**src/hw/plcs_defs.svh**
```systemverilog
// Offsets, bit positions, reset values and counts for the link control/status word.
// Included by plcs_link_regs only; definitions only.
`ifndef PLCS_DEFS_SVH
`define PLCS_DEFS_SVH

// Byte address of the combined control (15:0) and status (31:16) word
`define PLCS_LINK_OFFSET 8'hD0

// Control half, positions within the 32-bit word
`define PLCS_BIT_LINK_DISABLE 4
`define PLCS_BIT_RETRAIN 5
`define PLCS_BIT_COMMON_CLK 6
`define PLCS_BIT_EXT_SYNCH 7
`define PLCS_BIT_HW_WIDTH_DIS 9
`define PLCS_BIT_PORT_DEP0 10
`define PLCS_BIT_PORT_DEP1 11

// Status half
`define PLCS_SPEED_LSB 16
`define PLCS_SPEED_MSB 19
`define PLCS_WIDTH_LSB 20
`define PLCS_WIDTH_MSB 25
`define PLCS_BIT_TRAIN_ERR 26
`define PLCS_BIT_TRAINING 27
`define PLCS_BIT_SLOT_CLK 28
`define PLCS_BIT_DL_ACTIVE 29

// Reset values and speed codes
`define PLCS_RST_SPEED 4'h2
`define PLCS_RST_WIDTH 6'h01
`define PLCS_SPEED_2G5 4'h1
`define PLCS_SPEED_5G0 4'h2

// Ordered-set counts when extended synchronisation is on
`define PLCS_FTS_EXT 13'h1000
`define PLCS_TS1_EXT 13'h0400

`endif

```
**src/hw/plcs_pkg.sv**
```systemverilog
// Types shared by the link control/status block.
// Assumes plcs_defs.svh is on the include path.
package plcs_pkg;

   // Link training progress as seen by the register bank
   typedef enum logic [1:0] {
      PLCS_LINK_DOWN,
      PLCS_LINK_TRAINING,
      PLCS_LINK_UP
   } plcs_link_type;

   typedef logic [31:0] plcs_word_type;

endpackage : plcs_pkg

```
**src/hw/plcs_link_regs.sv**
```systemverilog
// Link control (low half) and link status (high half) word of one switch port.
// Assumes a same-clock config access port and same-clock training/DLL event inputs.
`timescale 1ns/1ps
`default_nettype none
`include "plcs_defs.svh"

module plcs_link_regs #(
   parameter bit UPSTREAM = 1'b0,            // One for the upstream port
   parameter logic [12:0] FTS_NORMAL = 13'h0080, // FTS count with synch off
   parameter logic [12:0] TS1_NORMAL = 13'h0010  // TS1 count with synch off
) (
   input wire logic i_clk,                   // Core clock, 20 MHz
   input wire logic i_nrst,                  // Async reset, active low
   input wire logic i_cfg_req,               // Config access strobe
   input wire logic i_cfg_wr,                // One for write
   input wire logic [7:0] i_cfg_addr,        // Byte address
   input wire logic [3:0] i_cfg_be,          // Byte enables
   input wire logic [31:0] i_cfg_wdata,      // Write data
   output logic o_cfg_ack,                   // Access done pulse
   output logic [31:0] o_cfg_rdata,          // Read data
   input wire logic i_train_start,           // Training began
   input wire logic i_train_fail,            // Training failed
   input wire logic i_train_l0,              // Training reached L0
   input wire logic [3:0] i_neg_speed,       // Agreed speed code
   input wire logic [5:0] i_neg_width,       // Agreed lane count
   input wire logic i_dl_active,             // DLL in DL_Active
   input wire logic i_slot_reference_strap,  // Slot clock strap pin
   input wire logic i_slot_clk_load,         // Loader override strobe
   input wire logic i_slot_clk_value,        // Loader override value
   output logic o_retrain,                   // Retrain request pulse
   output logic o_link_disable,              // Hold link disabled
   output logic o_common_clk,                // Common reference clock
   output logic o_ext_synch,                 // Extended synch on
   output logic [12:0] o_fts_count,          // FTS sets on L0s exit
   output logic [12:0] o_ts1_count           // TS1 sets on L1 exit
);

   if (FTS_NORMAL == 13'h0000 || TS1_NORMAL == 13'h0000) begin : g_chk
      $error("plcs_link_regs: ordered-set counts must be nonzero");
   end

   logic strap_value, strap_load;
   logic hit_wr, hit_lo, hit_hi, rd_hit;
   logic dis_d, ccfg_d, ext_d, retrain_d, hwwd_q, hwwd_d;
   logic [1:0] pdep_q, pdep_d;
   logic [12:0] fts_d, ts1_d;
   plcs_pkg::plcs_link_type link_q, link_d;
   logic [3:0] speed_q, speed_d;
   logic [5:0] width_q, width_d;
   logic err_q, err_d, dla_q, slot_q, slot_d, ack_d;
   logic [31:0] rdata_d;

   // Address decode for the single mapped word
   function automatic logic addr_hit(input logic [7:0] addr);
      addr_hit = (addr[7:2] == 6'(`PLCS_LINK_OFFSET >> 2));
   endfunction : addr_hit

   plcs_strap_capture u_strap (
      .i_clk(i_clk),
      .i_nrst(i_nrst),
      .i_strap(i_slot_reference_strap),
      .o_value(strap_value),
      .o_load(strap_load)
   );

   assign hit_wr = i_cfg_req && i_cfg_wr && addr_hit(i_cfg_addr);
   assign hit_lo = hit_wr && i_cfg_be[0];
   assign hit_hi = hit_wr && i_cfg_be[1];
   assign rd_hit = i_cfg_req && !i_cfg_wr && addr_hit(i_cfg_addr);

   // Control half next values
   always_comb begin
      dis_d = o_link_disable;
      ccfg_d = o_common_clk;
      ext_d = o_ext_synch;
      hwwd_d = hwwd_q;
      pdep_d = pdep_q;
      retrain_d = 1'b0;
      if (hit_lo) begin
         ccfg_d = i_cfg_wdata[`PLCS_BIT_COMMON_CLK];
         ext_d = i_cfg_wdata[`PLCS_BIT_EXT_SYNCH];
         if (!UPSTREAM) begin
            dis_d = i_cfg_wdata[`PLCS_BIT_LINK_DISABLE];
            retrain_d = i_cfg_wdata[`PLCS_BIT_RETRAIN];
         end
      end
      if (hit_hi) begin
         hwwd_d = i_cfg_wdata[`PLCS_BIT_HW_WIDTH_DIS];
         if (!UPSTREAM) begin
            pdep_d = i_cfg_wdata[`PLCS_BIT_PORT_DEP1:`PLCS_BIT_PORT_DEP0];
         end
      end
      fts_d = ext_d ? `PLCS_FTS_EXT : FTS_NORMAL;
      ts1_d = ext_d ? `PLCS_TS1_EXT : TS1_NORMAL;
   end

   // Control half registers
   always_ff @(posedge i_clk or negedge i_nrst) begin
      if (!i_nrst) begin
         o_link_disable <= 1'b0;
         o_common_clk <= 1'b0;
         o_ext_synch <= 1'b0;
         hwwd_q <= 1'b0;
         pdep_q <= 2'h0;
         o_retrain <= 1'b0;
         o_fts_count <= FTS_NORMAL;
         o_ts1_count <= TS1_NORMAL;
      end else begin
         o_link_disable <= dis_d;
         o_common_clk <= ccfg_d;
         o_ext_synch <= ext_d;
         hwwd_q <= hwwd_d;
         pdep_q <= pdep_d;
         o_retrain <= retrain_d;
         o_fts_count <= fts_d;
         o_ts1_count <= ts1_d;
      end
   end

   // Training tracker and status next values
   always_comb begin
      link_d = link_q;
      speed_d = speed_q;
      width_d = width_q;
      err_d = err_q;
      slot_d = slot_q;
      case (link_q)
         plcs_pkg::PLCS_LINK_DOWN,
         plcs_pkg::PLCS_LINK_UP: begin
            if (i_train_start || o_retrain) begin
               link_d = plcs_pkg::PLCS_LINK_TRAINING;
            end
         end
         plcs_pkg::PLCS_LINK_TRAINING: begin
            // training ends on L0 or failure
            if (i_train_l0) begin
               link_d = plcs_pkg::PLCS_LINK_UP;
            end else if (i_train_fail) begin
               link_d = plcs_pkg::PLCS_LINK_DOWN;
            end
         end
         default: link_d = plcs_pkg::PLCS_LINK_DOWN;
      endcase
      if (i_train_l0) begin
         speed_d = i_neg_speed;
         width_d = i_neg_width;
      end
      if (i_train_fail) begin
         err_d = 1'b1;
      end else if (i_train_l0) begin
         err_d = 1'b0;
      end
      // strap at reset, loader override later
      if (i_slot_clk_load) begin
         slot_d = i_slot_clk_value;
      end else if (strap_load) begin
         slot_d = strap_value;
      end
   end

   // Status half registers
   always_ff @(posedge i_clk or negedge i_nrst) begin
      if (!i_nrst) begin
         link_q <= plcs_pkg::PLCS_LINK_DOWN;
         speed_q <= `PLCS_RST_SPEED;
         width_q <= `PLCS_RST_WIDTH;
         err_q <= 1'b0;
         dla_q <= 1'b0;
         slot_q <= 1'b0;
      end else begin
         link_q <= link_d;
         speed_q <= speed_d;
         width_q <= width_d;
         err_q <= err_d;
         dla_q <= i_dl_active;
         slot_q <= slot_d;
      end
   end

   // Read data assembly; unmapped reads return zero
   always_comb begin
      ack_d = i_cfg_req;
      rdata_d = 32'h0000_0000;
      if (rd_hit) begin
         rdata_d[`PLCS_BIT_RETRAIN] = 1'b0;
         rdata_d[`PLCS_BIT_LINK_DISABLE] = o_link_disable;
         rdata_d[`PLCS_BIT_COMMON_CLK] = o_common_clk;
         rdata_d[`PLCS_BIT_EXT_SYNCH] = o_ext_synch;
         rdata_d[`PLCS_BIT_HW_WIDTH_DIS] = hwwd_q;
         rdata_d[`PLCS_BIT_PORT_DEP1:`PLCS_BIT_PORT_DEP0] = pdep_q;
         rdata_d[`PLCS_SPEED_MSB:`PLCS_SPEED_LSB] = speed_q;
         rdata_d[`PLCS_WIDTH_MSB:`PLCS_WIDTH_LSB] = width_q;
         rdata_d[`PLCS_BIT_TRAIN_ERR] = err_q;
         rdata_d[`PLCS_BIT_TRAINING] = (link_q == plcs_pkg::PLCS_LINK_TRAINING);
         rdata_d[`PLCS_BIT_SLOT_CLK] = slot_q;
         rdata_d[`PLCS_BIT_DL_ACTIVE] = dla_q;
      end
   end

   // Config answer registers
   always_ff @(posedge i_clk or negedge i_nrst) begin
      if (!i_nrst) begin
         o_cfg_ack <= 1'b0;
         o_cfg_rdata <= 32'h0000_0000;
      end else begin
         o_cfg_ack <= ack_d;
         o_cfg_rdata <= rdata_d;
      end
   end

   property p_retrain_zero;
      @(posedge i_clk) disable iff (!i_nrst)
      o_cfg_ack |-> !o_cfg_rdata[`PLCS_BIT_RETRAIN];
   endproperty
   a_retrain_zero: assert property (p_retrain_zero) else $error("retrain read nonzero");
   property p_common_clk;
      @(posedge i_clk) disable iff (!i_nrst)
      hit_lo |=> o_common_clk == $past(i_cfg_wdata[`PLCS_BIT_COMMON_CLK]);
   endproperty
   a_common_clk: assert property (p_common_clk) else $error("common clock not stored");
   property p_fts_ext;
      @(posedge i_clk) disable iff (!i_nrst)
      o_ext_synch |-> o_fts_count == `PLCS_FTS_EXT;
   endproperty
   a_fts_ext: assert property (p_fts_ext) else $error("FTS count wrong");
   property p_ts1_ext;
      @(posedge i_clk) disable iff (!i_nrst)
      o_ext_synch |-> o_ts1_count == `PLCS_TS1_EXT;
   endproperty
   a_ts1_ext: assert property (p_ts1_ext) else $error("TS1 count wrong");
   property p_upstream_zero;
      @(posedge i_clk) disable iff (!i_nrst)
      UPSTREAM |-> (pdep_q == 2'h0 && !o_link_disable && !o_retrain);
   endproperty
   a_upstream_zero: assert property (p_upstream_zero) else $error("upstream bit set");
   property p_err_clear;
      @(posedge i_clk) disable iff (!i_nrst)
      (i_train_l0 && !i_train_fail) |=> !err_q;
   endproperty
   a_err_clear: assert property (p_err_clear) else $error("error flag not cleared");
   property p_err_set;
      @(posedge i_clk) disable iff (!i_nrst)
      i_train_fail |=> err_q;
   endproperty
   a_err_set: assert property (p_err_set) else $error("error flag not set");
   property p_dla;
      @(posedge i_clk) disable iff (!i_nrst)
      rd_hit |=> o_cfg_rdata[`PLCS_BIT_DL_ACTIVE] == $past(i_dl_active, 2);
   endproperty
   a_dla: assert property (p_dla) else $error("DL active wrong");
   property p_retrain_start;
      @(posedge i_clk) disable iff (!i_nrst)
      (hit_lo && i_cfg_wdata[`PLCS_BIT_RETRAIN] && !UPSTREAM)
         |=> o_retrain ##1 link_q == plcs_pkg::PLCS_LINK_TRAINING;
   endproperty
   a_retrain_start: assert property (p_retrain_start) else $error("retrain not started");
   property p_width_latch;
      @(posedge i_clk) disable iff (!i_nrst)
      i_train_l0 |=> (width_q == $past(i_neg_width) && speed_q == $past(i_neg_speed));
   endproperty
   a_width_latch: assert property (p_width_latch) else $error("speed/width not latched");

endmodule : plcs_link_regs
`default_nettype wire

```
**src/hw/plcs_strap_capture.sv**
```systemverilog
// Slot clock strap synchroniser and one-shot capture after reset release.
// Assumes the strap pin is static and asynchronous to i_clk.
`timescale 1ns/1ps
`default_nettype none

module plcs_strap_capture (
   input wire logic i_clk,        // Core clock
   input wire logic i_nrst,       // Async reset, active low
   input wire logic i_strap,      // Raw strap pin
   output logic o_value,          // Captured strap level
   output logic o_load            // One-cycle capture pulse
);

   logic meta_q;
   logic sync_q;
   logic [1:0] wait_q;
   logic [1:0] wait_d;
   logic done_q;
   logic done_d;
   logic load_d;
   logic value_d;

   // Two-flop synchroniser
   always_ff @(posedge i_clk or negedge i_nrst) begin
      if (!i_nrst) begin
         meta_q <= 1'b0;
         sync_q <= 1'b0;
      end else begin
         meta_q <= i_strap;
         sync_q <= meta_q;
      end
   end

   // Wait for the synchroniser to fill, then capture once
   always_comb begin
      wait_d = wait_q;
      done_d = done_q;
      load_d = 1'b0;
      value_d = o_value;
      if (!done_q) begin
         if (wait_q == 2'h2) begin
            done_d = 1'b1;
            load_d = 1'b1;
            value_d = sync_q;
         end else begin
            wait_d = wait_q + 2'h1;
         end
      end
   end

   // Capture registers
   always_ff @(posedge i_clk or negedge i_nrst) begin
      if (!i_nrst) begin
         wait_q <= 2'h0;
         done_q <= 1'b0;
         o_load <= 1'b0;
         o_value <= 1'b0;
      end else begin
         wait_q <= wait_d;
         done_q <= done_d;
         o_load <= load_d;
         o_value <= value_d;
      end
   end

endmodule : plcs_strap_capture
`default_nettype wire

```
**config.mk**
```make
export PLATFORM = sky130hd
export DESIGN_NAME = plcs_link_regs
export DESIGN_NICKNAME = d
export VERILOG_FILES = /design/src/hw/plcs_pkg.sv /design/src/hw/plcs_link_regs.sv /design/src/hw/plcs_strap_capture.sv
export VERILOG_INCLUDE_DIRS = /design/src /design/src/hw
export SDC_FILE = /design/constraint.sdc
export NUM_CORES = 1
export LEC_CHECK = 0
export BUFFER_PORTS_ARGS = -buffer_cell sky130_fd_sc_hd__buf_4
export CORE_ASPECT_RATIO = 1.2
export CORE_MARGIN = 5
export CORE_UTILIZATION = 42
export DETAILED_ROUTE_END_ITERATION = 8
export PLACE_DENSITY = 0.87
export SLEW_MARGIN = 5
export SYNTH_ARGS = -nofsm -noshare
export SYNTH_HDL_FRONTEND = slang
export SYNTH_SLANG_ARGS = --single-unit
```
**constraint.sdc**
```tcl
create_clock -name i_clk -period 1.45 [get_ports i_clk]
set_input_delay 0.2175 -clock i_clk [delete_from_list [all_inputs] [get_ports i_clk]]
set_output_delay 0.2175 -clock i_clk [all_outputs]
set_load 0.02 [all_outputs]
```
==> metrics.md, run 1 <==
| Metric | Value |
|---|---|
| Seq/Total Area, Yosys | 61.3% |
| Initial antenna violation count | 0 |
| Area taken by multi-input logic gates | 631 um2 |
| Via count | 1218 |
| ANT nets after route | 0 |
| Number of enable flip-flop cells after synthesis | 0 |
| Clock Skew | 0.00648 ns |
| Total GRT Usage | 10.9% |
| Post-CTS Setup Inserts | 0 |
| Synth Instances | 157 |
| Num CTS Buffers | 5 |
| Worst-Skew Late Latency | 0.29 ns |
| CP max FO | 4 |
| Tmin final | 1.29 ns |
| Synth Register Bits | 51 |
| Max IR drop VDD | 0.000673 V |
| H-tree levels | 2 |
| Worst hold path type | in -> reg |
| Max-cap violations | 0 |
| Pin count of the biggest net entering global routing | 52 |
| Ys async rst share | 100% |
| Drt drc | 0 |
| Vias per cell | 4.27 |
| Reg area | 1280 um2 |
| Worst-path clk slew | 0.09 ns |
| Overflow after GRT | 0 |
| Slew HR | 58.7% |
| Crit end category | register |
| Synthesized area | 2090 um2 |
| Synthesis-to-finish area growth | 25.6% |
| Most common cell in the synthesized netlist | dfrtp_1 |
| Startpoint type of the worst setup path | input pin |
| Number of global-route vias before repair | 1189 |
| Max Fclk | 775 MHz |
| WHS Path Cells | 1 |
| Unique masters post-synth | 27 |
| Final core utilization | 53.9% |
| Starting Density | 42.9% |
| Final setup vio count | 0 |
| DP Area | 2500 um2 |
| Ys flop type | dfrtp_1 |
| Final Hold Vio Count | 0 |
| Arrival @ worst endpoint | 1.47 ns |
| Max Slew Vio Count | 0 |
| Top cells by area, synth | dfrtp_1, buf_4, mux2_2, and2_1, dfstp_2 |
| Die X-Extent | 74.4 um |
| Leading area contributor after synthesis | dfrtp_1 |
| Fin area | 2620 um2 |
| Initial DRC Count | 60 |
| Gpl congestion | 0.689 |
| Port Buffers | 64 |
| Filler cells | 451 |
| Worst slew pin tran | 0.619 ns |
| FF-to-FF setup slack | 0.19 ns |
| DP HPWL | 2.82 mm |
| Final WL | 3.57 mm |
| Crit Path Category | in -> reg |
| Number of core rows | 28 |
| TritonCTS clock tree | done |
| Path depth of the worst reg2reg path | 4 |
| Layout cells sized above 1 | 44.9% |
| Lkg Pwr | 1.39 nW |
| Top Ports | 128 |
| Layout Nets | 290 |
| Status | complete, no violations |
| Number of diodes | 0 |
| CTS-repair resized insts | 0 |
| Hold_sp | i_dl_active |
| First-pass GRT wire length | 5.38 mm |
| PD cells | 1090 nW/um2 |
| Clk sinks | 51 |
| Hold worst-path end | dla_q |
| Die Y | 87.3 um |
| Clk Tree Root Cell | clkbuf_8 |
| Die ar. | 6490 um2 |
| Required time of the critical path | 1.63 ns |
| Final period utilization | 89.0% |
| CTS max path bufs | 2 |
| Worst reg2reg startpoint | u_strap.wait_q[0] |
| WL per Instance | 12.5 um |
| Drt pass-1 iters | 3 |
| Crit Reg-Reg Endpoint | u_strap.o_value |
| Synth top area share | 57.5% |
| Core box area | 4870 um2 |
| Commonest cells post-synth | dfrtp_1, buf_4, and2_1 |
| YS warnings | 0 |
| RSZ-0062 raised after global routing | no |
| Syn_area_per_cell | 13.3 um2 |
## stage by stage
step           hold WS (ns)  power (W)  std cells  setup TNS (ns)  worst slack [ns]
2_1_floorplan       -0.0781    0.00181        190         -0.0710           -0.0237
3_3_place_gp          0.273    0.00187        276           -1.86            -0.156
3_5_place_dp          0.281    0.00189        276           -2.30            -0.168
4_1_cts             0.00883    0.00289        285               0             0.156
5_1_grt             0.00139    0.00300        285               0             0.106
6_report             0.0195    0.00285        285               0             0.160
## per-layer routing
| layer | part of all wire [%] | vias up | GRT usage (%) |
|---|---|---|---|
| li1 | - | 566 | - |
| met1 | 30 | 595 | 12.0 |
| met2 | 58 | 50 | 19.2 |
| met3 | 11 | 7 | 4.27 |
| met4 | 1.2 | 0 | 3.40 |
| met5 | 0 | - | 0 |
## state kept, by name (all words and copies together) (netlist names), 2 cells and up, named ones only
register        count
speed_q             4
width_q             6
o_cfg_rdata        20
u_strap.wait_q      2
link_q              2
pdep_q              2
## placed cells by master, fill, tap and decap left out, drive strengths merged
cell type | synthesis | layout
inv | 2 | 2
xnor2 | 1 | 1
o21ai | 3 | 3
a21oi | 1 | 1
or4b | 1 | 1
dfstp | 3 | 3
clkbuf | 3 | 6
a21o | 1 | 1
and3b | 1 | 1
mux2 | 17 | 17
mux2i | 2 | 2
dfrtp | 48 | 48
bufinv | 0 | 1
or2 | 1 | 1
and2 | 20 | 20
ha | 1 | 1
dlygate4sd3 | 0 | 1
conb | 1 | 34
nor2b | 1 | 1
buf | 38 | 67
clkinv | 0 | 1
or3 | 1 | 1
nor3 | 4 | 4
nand2 | 6 | 6
nand3 | 1 | 1
## worst max-delay path, stage by stage
cell    delay (ns)
buf_4         0.11
or4b_4        0.57
nor3_4        0.21
mux2_2        0.36
## cell type report
class | count | area share, %
Clock buffer | 6 | 3.15
Clock inverter | 2 | 1.34
Inverter | 2 | 0.286
Multi-Input combinational cell | 96 | 24.0
Sequential cell | 51 | 48.8
Tap cell | 60 | 2.86
Timing Repair Buffer | 68 | 19.6
## how the worst max path moves through the flow
stage          slack (ns)  cells past startpoint              start               to
6_report             0.16                      4      i_cfg_addr[5]     o_common_clk
3_5_place_dp        -0.17                      4      i_cfg_addr[5]     o_common_clk
4_1_cts              0.16                      4      i_cfg_addr[5]     o_common_clk
2_1_floorplan       -0.02                      3      i_cfg_addr[5]         register
5_1_grt              0.11                      4  u_strap.wait_q[0]  u_strap.o_value
3_3_place_gp        -0.16                      4      i_cfg_addr[5]         register
## where the power goes
| part | internal (W) | switching (W) |
|---|---|---|
| logic | 0.000130 | 0.000177 |
| clock network | 0.000558 | 0.000436 |
| registers | 0.00150 | 0.0000452 |
| total | 0.00219 | 0.000658 |
## kinds of logic (layout without fill, tap and decap cells)
kind of cell	after synthesis	in the layout	synth area share, %
buf+inv	43	78	14.5
mux	19	19	10.1
compound gates	5	5	1.32
fa+ha+maj	1	1	0.599
xor+xnor	1	1	0.419
flops	51	51	61.3
other cells	1	34	0.179
simple gates	36	36	11.6
## timing repair
item,4_1_cts,5_1_grt
setup endpoints to repair,0,0
hold endpoints to repair,48,0
hold buffers,1,0
No activity file was read; power rests on OpenSTA's default activity.
==> inputs of run 2 (changes only) <==
--- a/config.mk
+++ b/config.mk
@@ -13,2 +13,3 @@
 export DETAILED_ROUTE_END_ITERATION = 8
+export GPL_ROUTABILITY_DRIVEN = 0
 export PLACE_DENSITY = 0.87
==> constraint.sdc (replaced) <==
create_clock -name i_clk -period 1.45 [get_ports i_clk]
set_input_delay 0.145 -clock i_clk [delete_from_list [all_inputs] [get_ports i_clk]]
set_output_delay 0.145 -clock i_clk [all_outputs]
set_load 0.02 [all_outputs]
==> metrics.md, run 2 (same netlist as run 1, synthesis figures left out) <==
| Metric | Value |
|---|---|
| Worst path max stage delay | 0.58 ns (was 0.57 ns) |
| Largest regs | o_cfg_rdata: 20 flops, width_q: 6 flops, speed_q: 4 flops (unchanged) |
| Slew HR | 58.3% (was 58.7%) |
| Required time of the critical path | 1.63 ns (about the same) |
| Tmin final | 1.27 ns (was 1.29 ns) |
| WL per Instance | 13.0 um (was 12.5 um) |
| Worst-Skew Late Latency | 0.30 ns (was 0.29 ns) |
| Max Fclk | 787 MHz (was 775 MHz) |
| Int Power | 0.00207 W (was 0.00219 W) |
| Vias per cell | 4.24 (was 4.27) |
| Layout cells sized above 1 | 44.1% (was 44.9%) |
| Pin count of the biggest net entering global routing | 52 (unchanged) |
| Max-cap violations | 0 (unchanged) |
| Sw Share | 24.4% (was 23.1%) |
| Reg area | 1280 um2 (unchanged) |
| Number of global-route vias before repair | 1252 (was 1189) |
| CP max FO | 3 (was 4) |
| Most common cell after layout, fill and taps aside | buf_4 (unchanged) |
| Comb pwr share | 11.6% (was 10.8%) |
| H-tree levels | 2 (unchanged) |
| Final worst slack | 0.179 ns (was 0.160 ns) |
| Path depth of the worst reg2reg path | 4 (unchanged) |
| Die ar. | 6490 um2 (unchanged) |
| FF-to-FF setup slack | 0.21 ns (was 0.19 ns) |
| Total GRT Usage | 11.9% (was 10.9%) |
| Final WL | 3.77 mm (was 3.57 mm) |
| Highest-count cells in the layout ignoring fill and taps | buf_4, dfrtp_1, conb_1 (unchanged) |
| ANT nets after route | 0 (unchanged) |
| Clk Tree Root Cell | clkbuf_8 (unchanged) |
| Crit end category | register (unchanged) |
| Final core utilization | 54.4% (was 53.9%) |
| Via count | 1224 (was 1218) |
| DP HPWL | 2.94 mm (was 2.82 mm) |
| Filler cells | 438 (was 451) |
| Worst hold path type | in -> reg (unchanged) |
| PD cells | 1030 nW/um2 (was 1090 nW/um2) |
| Final period utilization | 87.7% (was 89.0%) |
| Drt drc | 0 (unchanged) |
| Area taken by multi-input logic gates | 631 um2 (unchanged) |
| Synthesis-to-finish area growth | 26.8% (was 25.6%) |
| Final setup vio count | 0 (unchanged) |
| Layout Nets | 294 (was 290) |
| First-pass GRT wire length | 5.78 mm (was 5.38 mm) |
| Largest register by flop count | o_cfg_rdata (unchanged) |
| Starting Density | 42.9% (unchanged) |
| Initial antenna violation count | 0 (unchanged) |
| CP Cell Sequence | buf_4, or4b_4, nor3_4, mux2_2 (unchanged) |
| Worst slew pin tran | 0.625 ns (was 0.619 ns) |
| Arrival @ worst endpoint | 1.46 ns (was 1.47 ns) |
| Max Slew Vio Count | 0 (unchanged) |
| DP Area | 2500 um2 (unchanged) |
| Final Hold Vio Count | 0 (unchanged) |
| Lkg Pwr | 1.39 nW (about the same) |
| RSZ-0062 raised after global routing | no (unchanged) |
| Setup tns final | 0 ns (unchanged) |
| Status | complete, no violations (unchanged) |
| Clk sinks | 51 (unchanged) |
| Num CTS Buffers | 5 (unchanged) |
| Fin area | 2650 um2 (was 2620 um2) |
| Clock network fraction of total power | 32.0% (was 34.9%) |
| CTS max path bufs | 2 (unchanged) |
| Power, Total | 0.00274 W (was 0.00285 W) |
| Top Ports | 128 (unchanged) |
| Overflow after GRT | 0 (unchanged) |
| Max IR drop VDD | 0.000659 V (was 0.000673 V) |
| Sw power | 0.000669 W (was 0.000658 W) |
| Drt pass-1 iters | 5 (was 3) |
| Sequential Power Share | 56.4% (was 54.3%) |
| Worst-path clk slew | 0.09 ns (about the same) |
| Die X-Extent | 74.4 um (unchanged) |
| Number of core rows | 28 (unchanged) |
| Die Y | 87.3 um (unchanged) |
| Core box area | 4870 um2 (unchanged) |
| Number of diodes | 0 (unchanged) |
| Crit path capture | hwwd_q (was o_common_clk) |
| Max FFs per register | 20 (unchanged) |
| Crit Reg-Reg Endpoint | u_strap.o_value (unchanged) |
| TritonCTS clock tree | done (unchanged) |
| Crit Path Category | in -> reg (unchanged) |
| Clock Skew | 0.00665 ns (was 0.00648 ns) |
| DP Worst Slack | -0.149 ns (was -0.168 ns) |
| Worst path slowest cell | or4b_4 (unchanged) |
| Startpoint type of the worst setup path | input pin (unchanged) |
| Port Buffers | 64 (unchanged) |
| Crit path from | i_cfg_addr[5] (unchanged) |
| Initial DRC Count | 53 (was 60) |
| CTS-repair resized insts | 0 (unchanged) |
| Worst reg2reg startpoint | u_strap.wait_q[0] (unchanged) |
-- run 2: changes by cell type in the layout (fill, tap and decap cells not counted) --
cell,change
clkinv_2,-1
dlygate4sd3_1,+4
clkinvlp_4,+1
bufinv_16,-1
clkbuf_8,+1
-- run 2: worst min-delay path by stage --
stage                      start              to  slack [ns]  depth (start not counted)
floorplan                 i_nrst       async pin       -0.15                          0
global placement          i_nrst  o_cfg_rdata[7]        0.20                          1
detailed placement        i_nrst  o_cfg_rdata[7]        0.21                          1
CTS                 i_train_fail           err_q        0.02                          2
global route        i_train_fail           err_q       0.008                          2
finish              i_train_fail           err_q        0.03                          2
-- run 2: final cells by class --
cell class	instances	area share, %
Sequential cell	51	48.3
Multi-Input combinational cell	96	23.8
Timing Repair Buffer	72	20.9
Clock buffer	7	3.64
Tap cell	60	2.83
Clock inverter	1	0.283
Inverter	2	0.283
-- run 2: per-stage QoR --
step / instances / hold slack, ns
5_1_grt: 289 / 0.00764
4_1_cts: 289 / 0.0161
3_3_place_gp: 276 / 0.202
2_1_floorplan: 190 / -0.151
6_report: 289 / 0.0289
3_5_place_dp: 276 / 0.211
-- run 2: worst max-delay path, delay by kind of cell --
family | cells | cell delay (ns)
multiplexers | 1 | 0.37
buffers and inverters | 1 | 0.11
AND/OR/NAND/NOR | 2 | 0.84
-- run 2: timing repair --
| action | CTS | global route |
|---|---|---|
| hold buffers | 5 | 0 |
| buffers inserted | 0 | 0 |
| endpoints found under the hold margin | 52 | 0 |
-- run 2: per-layer routing --
metal | global-route usage (%) | vias up | part of all wire [%]
li1 | - | 575 | -
met1 | 13.6 | 587 | 34
met2 | 20.5 | 57 | 55
met3 | 2.42 | 5 | 9.1
met4 | 6.31 | 0 | 2.2
met5 | 0 | - | 0
-- run 2: power by group through the flow --
stage | clock network [W] | logic, W | registers [W]
5_1_grt | 0.000984 | 0.000349 | 0.00156
3_3_place_gp | 0 | 0.000301 | 0.00157
2_1_floorplan | 0 | 0.000240 | 0.00157
3_5_place_dp | 0 | 0.000311 | 0.00158
6_report | 0.000877 | 0.000318 | 0.00155
4_1_cts | 0.000912 | 0.000322 | 0.00155
